`config.mk`:
```
export PLATFORM = sky130hd
export DESIGN_NAME = sulbc_top
export DESIGN_NICKNAME = d
export VERILOG_FILES = /design/src/verilog/sulbc_pkg.sv /design/src/verilog/sulbc_top.sv
export SDC_FILE = /design/constraint.sdc
export NUM_CORES = 1
export LEC_CHECK = 0
export ABC_AREA = 0
export BUFFER_PORTS_ARGS = -buffer_cell sky130_fd_sc_hd__buf_2
export CAP_MARGIN = 30
export CORE_ASPECT_RATIO = 1.25
export CORE_UTILIZATION = 40
export DETAILED_ROUTE_END_ITERATION = 10
export HOLD_SLACK_MARGIN = 0.06
export PLACE_DENSITY = 0.58
export SLEW_MARGIN = 25
export SYNTH_ARGS = -nofsm -noshare
export SYNTH_HDL_FRONTEND = slang
export SYNTH_SLANG_ARGS = --single-unit
```
`constraint.sdc`:
```
create_clock -name mclk_in -period 2 [get_ports mclk_in]
set_clock_uncertainty 0.1 [all_clocks]
set_input_delay 0.2 -clock mclk_in [delete_from_list [all_inputs] [get_ports mclk_in]]
set_output_delay 0.2 -clock mclk_in [all_outputs]
set_load 0.03 [all_outputs]
```
`src/verilog/sulbc_pkg.sv`:
```
// package: constants and types for the system unlock and boot config block
// Overview of operation
// RL1 - 32-bit read/write system key register, zero after power-on.
// RL2 - unlock only after key one then key two, written back to back.
// RL3 - any non-key write relocks; software may write 0x33333333.
// RL4 - unlock releases every protected register at once.
// RL5 - no time limit while unlocked; only key writes must be consecutive.
// RL6 - software should disable interrupts and dma before unlocking.
// RL7 - software should keep the unlocked interval short.
// RL8 - boot word is read-only, loaded at reset, unused bits read zero.
// RL9 - bit 31 set means untrusted: flash ignored, safe defaults used.
// RL10 - bit 29 reads one when the image is unsigned.
// RL11 - bit 28 reads one when code protection is enabled.
// RL12 - bit 3 one boots 32-bit set, zero boots compressed set.
// RL13 - debug-probe boots take the set from the debug select input.
// RL14 - bit 1 one routes all fetches to the instruction cache port.
// RL15 - code execution held off during the regulator power-up delay.
// RL16 - power-up delay applied on every resume, sleep included.
// RL17 - regulator brown-out sets reset status bit 1.
// RL18 - any other write between the key writes abandons the unlock.
// RL19 - locked after every reset.
package sulbc_pkg;
  localparam logic [11:0] SULBC_ADDR_BOOT_WORD = 12'h100;
  localparam logic [11:0] SULBC_ADDR_SYSTEM_KEY = 12'h010;
  localparam logic [11:0] SULBC_ADDR_STATUS = 12'h014;
  localparam logic [11:0] SULBC_ADDR_IRQ_STATUS = 12'h018;
  localparam logic [11:0] SULBC_ADDR_IRQ_MASK = 12'h01C;
  localparam logic [11:0] SULBC_ADDR_RESET_STATUS = 12'h020;
  localparam logic [31:0] SULBC_KEY_FIRST = 32'hAA996655;
  localparam logic [31:0] SULBC_KEY_SECOND = 32'h556699AA;
  localparam logic [31:0] SULBC_KEY_RESET = 32'h00000000;
  localparam int SULBC_BIT_UNTRUSTED = 31;
  localparam int SULBC_BIT_SIGN = 29;
  localparam int SULBC_BIT_PROTECT = 28;
  localparam int SULBC_BIT_ISA = 3;
  localparam int SULBC_BIT_SINGLE = 1;
  localparam int SULBC_BIT_BROWN_OUT = 1;
  // safe defaults when the flash word is untrusted: 32-bit set, split caches
  localparam logic SULBC_SAFE_ISA = 1'b1;
  localparam logic SULBC_SAFE_SINGLE = 1'b0;
  localparam logic SULBC_SAFE_SIGN = 1'b1;
  localparam logic SULBC_SAFE_PROTECT = 1'b0;
  localparam int SULBC_CLK_HZ = 20000000;
  localparam int SULBC_PU_DELAY_NS = 10000;
  localparam int SULBC_PU_CYCLES =
    (SULBC_PU_DELAY_NS * (SULBC_CLK_HZ / 1000000) + 999) / 1000;
  localparam int SULBC_IRQ_W = 3;
  localparam int SULBC_IRQ_UNLOCK = 0;
  localparam int SULBC_IRQ_RELOCK = 1;
  localparam int SULBC_IRQ_BROWN = 2;

  typedef enum logic [1:0] {
    SULBC_LOCKED = 2'b00,
    SULBC_ARMED = 2'b01,
    SULBC_OPEN = 2'b10
  } sulbc_lock_e;

  typedef enum logic [1:0] {
    SULBC_PU_WAIT = 2'b00,
    SULBC_PU_RUN = 2'b01
  } sulbc_pu_e;

  typedef struct packed {
    logic [11:0] addr;
    logic [31:0] wdata;
    logic wr;
    logic rd;
  } sulbc_bus_s;

  typedef struct packed {
    logic untrusted;
    logic sign;
    logic protect;
    logic isa;
    logic single;
  } sulbc_cfg_s;
endpackage

```
`src/verilog/sulbc_top.sv`:
```
// module: system key unlock, boot word, power-up hold and brown-out flag
//
// The implementer's own choice: strobed register access.
`timescale 1ns/1ns
module sulbc_top #(
  parameter int PU_CYCLES = sulbc_pkg::SULBC_PU_CYCLES
) (
  input wire logic mclk_in,
  input wire logic sys_rst_in,
  input wire sulbc_pkg::sulbc_bus_s bus_in,
  output logic [31:0] rdata_out,
  input wire sulbc_pkg::sulbc_cfg_s flash_cfg_in,
  input wire logic debug_probe_boot_in,
  input wire logic debug_boot_isa_select_in,
  input wire logic power_resume_in,
  input wire logic brown_out_reset_in,
  output logic unlocked_out,
  output logic exec_enable_out,
  output logic boot_isa_out,
  output logic program_cache_single_mode_out,
  output logic irq_out
);
  import sulbc_pkg::*;

  typedef struct packed {
    logic [31:0] key;
    sulbc_lock_e lock;
    sulbc_pu_e pu;
    logic [31:0] pu_cnt;
    sulbc_cfg_s cfg;
    logic [2:0] resume_sync;
    logic [2:0] brown_sync;
    logic brown_flag;
    logic [SULBC_IRQ_W-1:0] irq_stat;
    logic [SULBC_IRQ_W-1:0] irq_mask;
    logic [31:0] rdata;
  } sulbc_state_s;

  sulbc_state_s state_reg;
  sulbc_state_s state_next;
  logic resume_evt;
  logic brown_evt;
  logic [SULBC_IRQ_W-1:0] evt;
  logic [31:0] boot_word;

  // second and third stages both high make the event: a level, not an edge, counts
  assign resume_evt = state_reg.resume_sync[1] & state_reg.resume_sync[2]
    & ~state_reg.pu_cnt[31] & (state_reg.pu == SULBC_PU_RUN);
  assign brown_evt = state_reg.brown_sync[1] & state_reg.brown_sync[2];

  always_comb begin
    boot_word = 32'h00000000; // RL8
    boot_word[SULBC_BIT_UNTRUSTED] = state_reg.cfg.untrusted; // RL9
    boot_word[SULBC_BIT_SIGN] = state_reg.cfg.sign; // RL10
    boot_word[SULBC_BIT_PROTECT] = state_reg.cfg.protect; // RL11
    boot_word[SULBC_BIT_ISA] = state_reg.cfg.isa; // RL12
    boot_word[SULBC_BIT_SINGLE] = state_reg.cfg.single; // RL14
  end

  always_comb begin
    state_next = state_reg;
    evt = '0;
    state_next.resume_sync = {state_reg.resume_sync[1:0], power_resume_in};
    state_next.brown_sync = {state_reg.brown_sync[1:0], brown_out_reset_in};
    state_next.rdata = 32'h00000000;
    // key writes drive the lock machine; any other write breaks the pair
    // open state has no timeout, only a write moves the lock
    if (bus_in.wr) begin // RL5
      if (bus_in.addr == SULBC_ADDR_SYSTEM_KEY) begin
        state_next.key = bus_in.wdata; // RL1
        if (bus_in.wdata == SULBC_KEY_FIRST) begin
          state_next.lock = SULBC_ARMED; // RL2
        end else if (bus_in.wdata == SULBC_KEY_SECOND
                     && state_reg.lock == SULBC_ARMED) begin
          state_next.lock = SULBC_OPEN; // RL2
          evt[SULBC_IRQ_UNLOCK] = 1'b1;
        end else begin
          state_next.lock = SULBC_LOCKED; // RL3
        end
        // any key write that leaves the open state, key one included
        if (state_reg.lock == SULBC_OPEN
            && state_next.lock != SULBC_OPEN) begin
          evt[SULBC_IRQ_RELOCK] = 1'b1;
        end
      end else begin
        if (state_reg.lock == SULBC_ARMED) begin
          state_next.lock = SULBC_LOCKED; // RL18
        end
        if (bus_in.addr == SULBC_ADDR_IRQ_MASK) begin
          state_next.irq_mask = bus_in.wdata[SULBC_IRQ_W-1:0];
        end
      end
    end
    // power-up hold: execution waits out the regulator start-up
    case (state_reg.pu)
      SULBC_PU_WAIT: begin
        if (state_reg.pu_cnt >= 32'(PU_CYCLES - 1)) begin
          state_next.pu = SULBC_PU_RUN; // RL15
        end else begin
          state_next.pu_cnt = state_reg.pu_cnt + 32'h00000001;
        end
      end
      SULBC_PU_RUN: begin
        if (resume_evt) begin
          state_next.pu = SULBC_PU_WAIT; // RL16
          state_next.pu_cnt = 32'h00000000;
          state_next.pu_cnt[31] = 1'b0;
        end
      end
      default: begin
        state_next.pu = SULBC_PU_WAIT;
      end
    endcase
    if (brown_evt) begin
      state_next.brown_flag = 1'b1; // RL17
      evt[SULBC_IRQ_BROWN] = 1'b1;
    end
    if (bus_in.rd) begin
      case (bus_in.addr)
        SULBC_ADDR_BOOT_WORD: state_next.rdata = boot_word; // RL8
        SULBC_ADDR_SYSTEM_KEY: state_next.rdata = state_reg.key; // RL1
        SULBC_ADDR_STATUS: begin
          state_next.rdata[0] = (state_reg.lock == SULBC_OPEN);
          state_next.rdata[1] = (state_reg.pu == SULBC_PU_RUN);
        end
        SULBC_ADDR_IRQ_STATUS: begin
          state_next.rdata[SULBC_IRQ_W-1:0] = state_reg.irq_stat;
          state_next.irq_stat = '0;
        end
        SULBC_ADDR_IRQ_MASK: begin
          state_next.rdata[SULBC_IRQ_W-1:0] = state_reg.irq_mask;
        end
        SULBC_ADDR_RESET_STATUS: begin
          state_next.rdata[SULBC_BIT_BROWN_OUT] = state_reg.brown_flag;
          state_next.brown_flag = brown_evt;
        end
        default: state_next.rdata = 32'h00000000;
      endcase
    end
    // set wins over the read clear
    state_next.irq_stat = state_next.irq_stat | evt;
  end

  always_ff @(posedge mclk_in) begin
    if (sys_rst_in) begin
      state_reg <= '0;
      state_reg.key <= SULBC_KEY_RESET; // RL1
      state_reg.lock <= SULBC_LOCKED; // RL19
      state_reg.pu <= SULBC_PU_WAIT; // RL15
      // reset load of the boot word; untrusted flash yields safe values
      if (flash_cfg_in.untrusted) begin
        state_reg.cfg.untrusted <= 1'b1; // RL9
        state_reg.cfg.sign <= SULBC_SAFE_SIGN;
        state_reg.cfg.protect <= SULBC_SAFE_PROTECT;
        state_reg.cfg.isa <= SULBC_SAFE_ISA;
        state_reg.cfg.single <= SULBC_SAFE_SINGLE;
      end else begin
        state_reg.cfg <= flash_cfg_in; // RL8
      end
    end else begin
      state_reg <= state_next;
    end
  end

  // one flag opens every guarded register together
  assign unlocked_out = (state_reg.lock == SULBC_OPEN); // RL4
  assign exec_enable_out = (state_reg.pu == SULBC_PU_RUN); // RL15
  assign boot_isa_out = debug_probe_boot_in ? debug_boot_isa_select_in
    : state_reg.cfg.isa; // RL13
  assign program_cache_single_mode_out = state_reg.cfg.single; // RL14
  assign rdata_out = state_reg.rdata;
  assign irq_out = |(state_reg.irq_stat & state_reg.irq_mask);
endmodule

```
After elaboration in Yosys (flattened, before gate mapping)
Cells that the tools add are included.
{"block": "word_totals", "register_bits": 118, "word_cells": 80, "out_inout_bits": 37, "in_bits": 57}
{"block": "classes", "n_eq_ne": 15, "mux": 27, "n_reduce_logical": 12, "add_sub_neg": 1, "bitwise": 9, "magnitude_cmp": 1}
{"cell": "$pmux W32 S2", "count": 1}
{"cell": "$pmux W29 S2", "count": 1}
{"cell": "$eq A12 B5 Y1 const B", "count": 4}
{"cell": "$mux W34", "count": 1}
{"cell": "$add A32 B1 Y32 const B", "count": 1}
{"cell": "$eq A32 B31 Y1 const B", "count": 1}
{"cell": "$eq A32 B32 Y1 const B", "count": 1}
{"cell": "$ge A32 B8 Y1 const B", "count": 1}
{"cell": "$mux W32", "count": 1}
{"cell": "$mux W2", "count": 9}
{"cell": "$eq A12 B6 Y1 const B", "count": 1}
{"cell": "$eq A12 B9 Y1 const B", "count": 1}
{"cell": "$mux W1", "count": 7}
{"cell": "$ne A2 B2 Y1 const B", "count": 3}
{"cell": "$pmux W1 S6", "count": 1}
{"cell": "$reduce_and A2 Y1", "count": 3}
{"cell": "$reduce_and A3 Y1", "count": 2}
{"cell": "$mux W5", "count": 1}
{"cell": "$and A1 B1 Y1", "count": 4}
{"cell": "$eq A2 B1 Y1 const B", "count": 2}
{"cell": "$mux W4", "count": 1}
{"cell": "$pmux W1 S4", "count": 1}
{"cell": "$pmux W2 S2", "count": 1}
{"cell": "$reduce_bool A2 Y1", "count": 2}
{"cell": "other kinds (11)", "count": 14}

Logic depth before layout (Yosys ltp)
{"block": "depth", "word_depth": 12, "mapped_depth": 6, "depth_no_buf": 5}

Worst setup path after synthesis
No wires, ideal clock.
{"block": "synth_path", "path_kind": "input-to-reg", "startpoint": "input bus_in[36] in the netlist's numbering", "endpoint": "register state_reg[100] in the netlist's numbering", "t_arrival_ns": 1.640, "path_slack_ns": 0.133, "required_time_ns": 1.772, "path_buffers": 2, "setup_time_ns": 0.128, "stages": 6, "path_cell_list": "clkbuf_1 or2_2 nor4_4 buf_6 mux2i_1 nor2_1"}
{"block": "synth_between", "elab_chain_cells": 2}
{"element": "start: declaration", "line": "sulbc_top.sv:10", "rtl": "input wire sulbc_pkg::sulbc_bus_s bus_in,"}
{"element": "$eq A12 B5 Y1", "line": "sulbc_top.sv:69", "rtl": "if (bus_in.addr == SULBC_ADDR_SYSTEM_KEY) begin"}
{"element": "$reduce_and A2 Y1 (no source line)"}
{"element": "end signal: assignment", "line": "sulbc_top.sv:161", "rtl": "state_reg <= state_next;"}
{"element": "end: declaration", "line": "sulbc_top.sv:39", "rtl": "sulbc_state_s state_reg;"}
Every way passes these cells.
A chain may end at the register's enable or synchronous reset.

Final worst setup path
{"block": "layout_path", "startpoint": "register state_reg[81] in the netlist's numbering", "endpoint": "register state_reg[56] in the netlist's numbering"}
{"block": "layout_between", "elab_chain_cells": 5, "word_cells_on_any_way": 7, "cone_classes": "order compare (1); eq/ne (2); bitwise (3); reduce/logical (1)"}
{"element": "parallel branches: the longest is 4 deep, another holds $ge A32 B8 Y1"}
{"element": "$reduce_and A3 Y1 (no source line) (*)"}
Mark *: on every way between the ends.

==> flow_metrics.tcl <==
set metrics [dict create \
    async_reset_ff_share_pct 0 \
    ant_nets 0 \
    dr_total_vias 3493 \
    comb_power_share_pct 4.9 \
    nets 618 \
    hold_path_class "in2reg" \
    largest_reg_flops 76 \
    nFillCells 997 \
    finalPower_mw 5.55 \
    routedWlPerCell_um 14.4 \
    htree_levels 4 \
    crit_start "state_reg[81]" \
    worst_slew_pin_slew_ns 0.485 \
    finish.instance_area_sq_um 6030 \
    setup_viol 0 \
    drive_gt1_share_pct 26.9 \
    yosys.area_share.adder_pct 0.273 \
    cts_root_buffer "clkbuf_16" \
    port_buffers 93 \
    synthFlopType "dfxtp_1" \
    hp-start "bus_in[0]" \
    outcome "finished with violations" \
    core_sq_um 11100 \
    finalCriticalPeriod_ns 1.88 \
    relSlewSlack_pct 67.7 \
    switching_share_pct 20.1 \
    r2r_cells 5 \
    max_freq_mhz 532 \
    drt-total-wl_um 10200 \
    worstSetupEndpointType "flip-flop" \
    worstSetupPathType "reg2reg" \
    cap_violations 0 \
    clk_latency_ns 0.41 \
    gp_congestion 0.800 \
    postSynthCellCount 441 \
    power.share.clock_pct 52.2 \
    postPlaceCellArea_sq_um 5030 \
    final_hold_viol_count 0 \
    cts.reportedPaths.clkPinSlew_ns 0.05 \
    cts_sinks 117 \
    via_per_inst 4.93 \
    grtUsageTotal_pct 18.6 \
    min_period_over_period_pct 94.0 \
    place_hpwl_um 6980 \
    grt_overflow 0 \
    synth_edf_count 5 \
    rr_endpoint "state_reg[56]" \
    p_int_mw 4.43 \
    instances_no_fill 708 \
    yosysUniqueCellTypes 48 \
    violations "DRC" \
    ys_seq_area_share_pct 52.3 \
    fp-row-count 43 \
    die_height_um 122 \
    drt_iter0_markers 151 \
    power.density_nw_per_um2 921 \
    power_frac_seq_pct 42.9 \
    cp.required_ns 2.20 \
    synthXorXnorAreaFrac_pct 0.191 \
    switchingPower_mw 1.12 \
    avgSynthCellArea_sq_um 10.4 \
    worstPathArrival_ns 2.08 \
    dpl.cell_count 635 \
    die_area_sq_um 11900 \
    syn_to_final_growth_pct 31.7 \
    grt_max_degree 46 \
    crit_path_start_kind "flip-flop" \
    cts_tree "yes" \
    pin_count 94 \
    fp.dieW_um 97.7 \
    grt_antenna_before_repair 0 \
    worst_slack_ns 0.119 \
    grt_pass1_wl_um 16900 \
    synth_nets 499 \
    dp_slack_ns -0.00649 \
    synth_mux_area_share_pct 9.79 \
    p_leak_nw 2.53 \
    synth_seq_cells 117 \
    slew_violations 0 \
    cts_buffers 17 \
    rr_startpoint "state_reg[81]" \
    diodes 0 \
    holdPathEnd "state_reg[38]" \
    crit_fanout 5 \
    start_util_pct 41.1 \
    cts.path.max_buffers 2 \
    min_path_cells 4 \
    drcViolationCount 18 \
    peakVddDrop_mv 0.565 \
    yosysWarnings 0 \
    r2r_setup_slack_ns 0.12 \
    synth-simple-area-share_pct 26.3 \
    drt_pass1_iterations 7 \
    synth_top_family_by_area "simple AND/OR/NAND/NOR gates" \
    grt_pass1_vias 3510 \
    rsz0062_at_grt "false" \
    synth-compound-area-share_pct 3.61 \
    hold_slack_ns 0.0996 \
    netlist_area_sq_um 4580 \
]
through the flow:
stage / TNS [ns] / util (%)
after floorplan: 0 / -
after global placement: 0 / 45.1
after detailed placement: -0.00649 / 45.1
after CTS: 0 / 54.0
after global routing: 0 / 54.1
final: 0 / 54.1
worst max-delay path by stage:
stage                                end  depth (start not counted)
after global routing       state_reg[56]                          4
final                      state_reg[56]                          5
after detailed placement   state_reg[53]                          5
after global placement     state_reg[54]                          5
after CTS                  state_reg[56]                          4
after floorplan           state_reg[100]                          6
cell usage in the layout (no fill, tap or decap), drive strengths merged, types with 7 or more instances in the layout:
| cell | instances |
|---|---|
| dfxtp | 112 |
| buf | 110 |
| and2 | 48 |
| nor2 | 45 |
| dlygate4sd3 | 40 |
| mux2i | 38 |
| clkbuf | 22 |
| nand2 | 13 |
| nor2b | 12 |
| nand4 | 11 |
| nor4 | 11 |
| nor3 | 10 |
| nand3 | 7 |
| a21oi | 7 |
| nor4bb | 7 |
| clkinv | 7 |
layout make-up:
class / count / area [sq um] / area share [%]
timing repair buffer: 150 / 1020 / 16.9
clock buffer: 22 / 475 / 7.89
inverter: 4 / 15.0 / 0.249
sequential: 117 / 2390 / 39.7
clock inverter: 10 / 103 / 1.70
tap: 135 / 169 / 2.80
multi-input combinational: 270 / 1850 / 30.8
cells by family after synthesis:
| kind of cell | after synthesis |
|---|---|
| adder cells (fa/ha/maj) | 1 |
| flip-flops | 117 |
| multiplexers | 42 |
| AND/OR/NAND/NOR | 202 |
| AO/OA/AOI/OAI | 24 |
| buffers and inverters | 54 |
| XOR/XNOR | 1 |
cells in the mapped netlist, drive strengths merged, types with 5 or more instances:
library cell  count  share of area, %
nor2b            12               1.6
nor3             10               1.1
clkbuf           10              0.82
buf              40               6.5
nor3b             5              0.82
a22oi             5              0.82
nand2            13               1.1
and4b             5               1.1
or4               5              0.90
nor4             11               2.0
nand4            11               1.5
nand2b            5              0.68
mux2i            38               8.3
dfxtp           112                49
nand3             7              0.77
a21oi             7              0.77
nor4bb            7               1.5
nor2             45               3.7
edfxtp            5               3.3
and2             48               6.6
per-layer routing:
layer / global-route usage, % / up-vias / wire [um]
li1: - / 1748 / -
met1: 20.9 / 1661 / 4390
met2: 32.5 / 68 / 5230
met3: 5.85 / 16 / 397
met4: 8.14 / 0 / 183
met5: 0 / - / 0
power by group through the flow:
stage                     sequential (mW)  clock, mW  combinational (mW)
after floorplan                      2.43          0              0.0855
after global placement               2.43          0               0.210
after detailed placement             2.43          0               0.211
after CTS                            2.38       2.98               0.272
after global routing                 2.38       3.09               0.298
final                                2.38       2.90               0.273
timing repair:
action	CTS	global route
gates resized for setup	1	2
pin swaps	0	2
setup buffers	0	1
setup endpoints to repair	2	2
hold buffers	40	0
hold endpoints to repair	45	0
critical path, cell delays in order, from the launching register on:
cell and delay, ns:
dfxtp_1 0.32, nor4_1 0.36, nand4_1 0.15, buf_4 0.19
or4_1 0.52, o211a_1 0.13
Power figures use the tool's default switching activity.
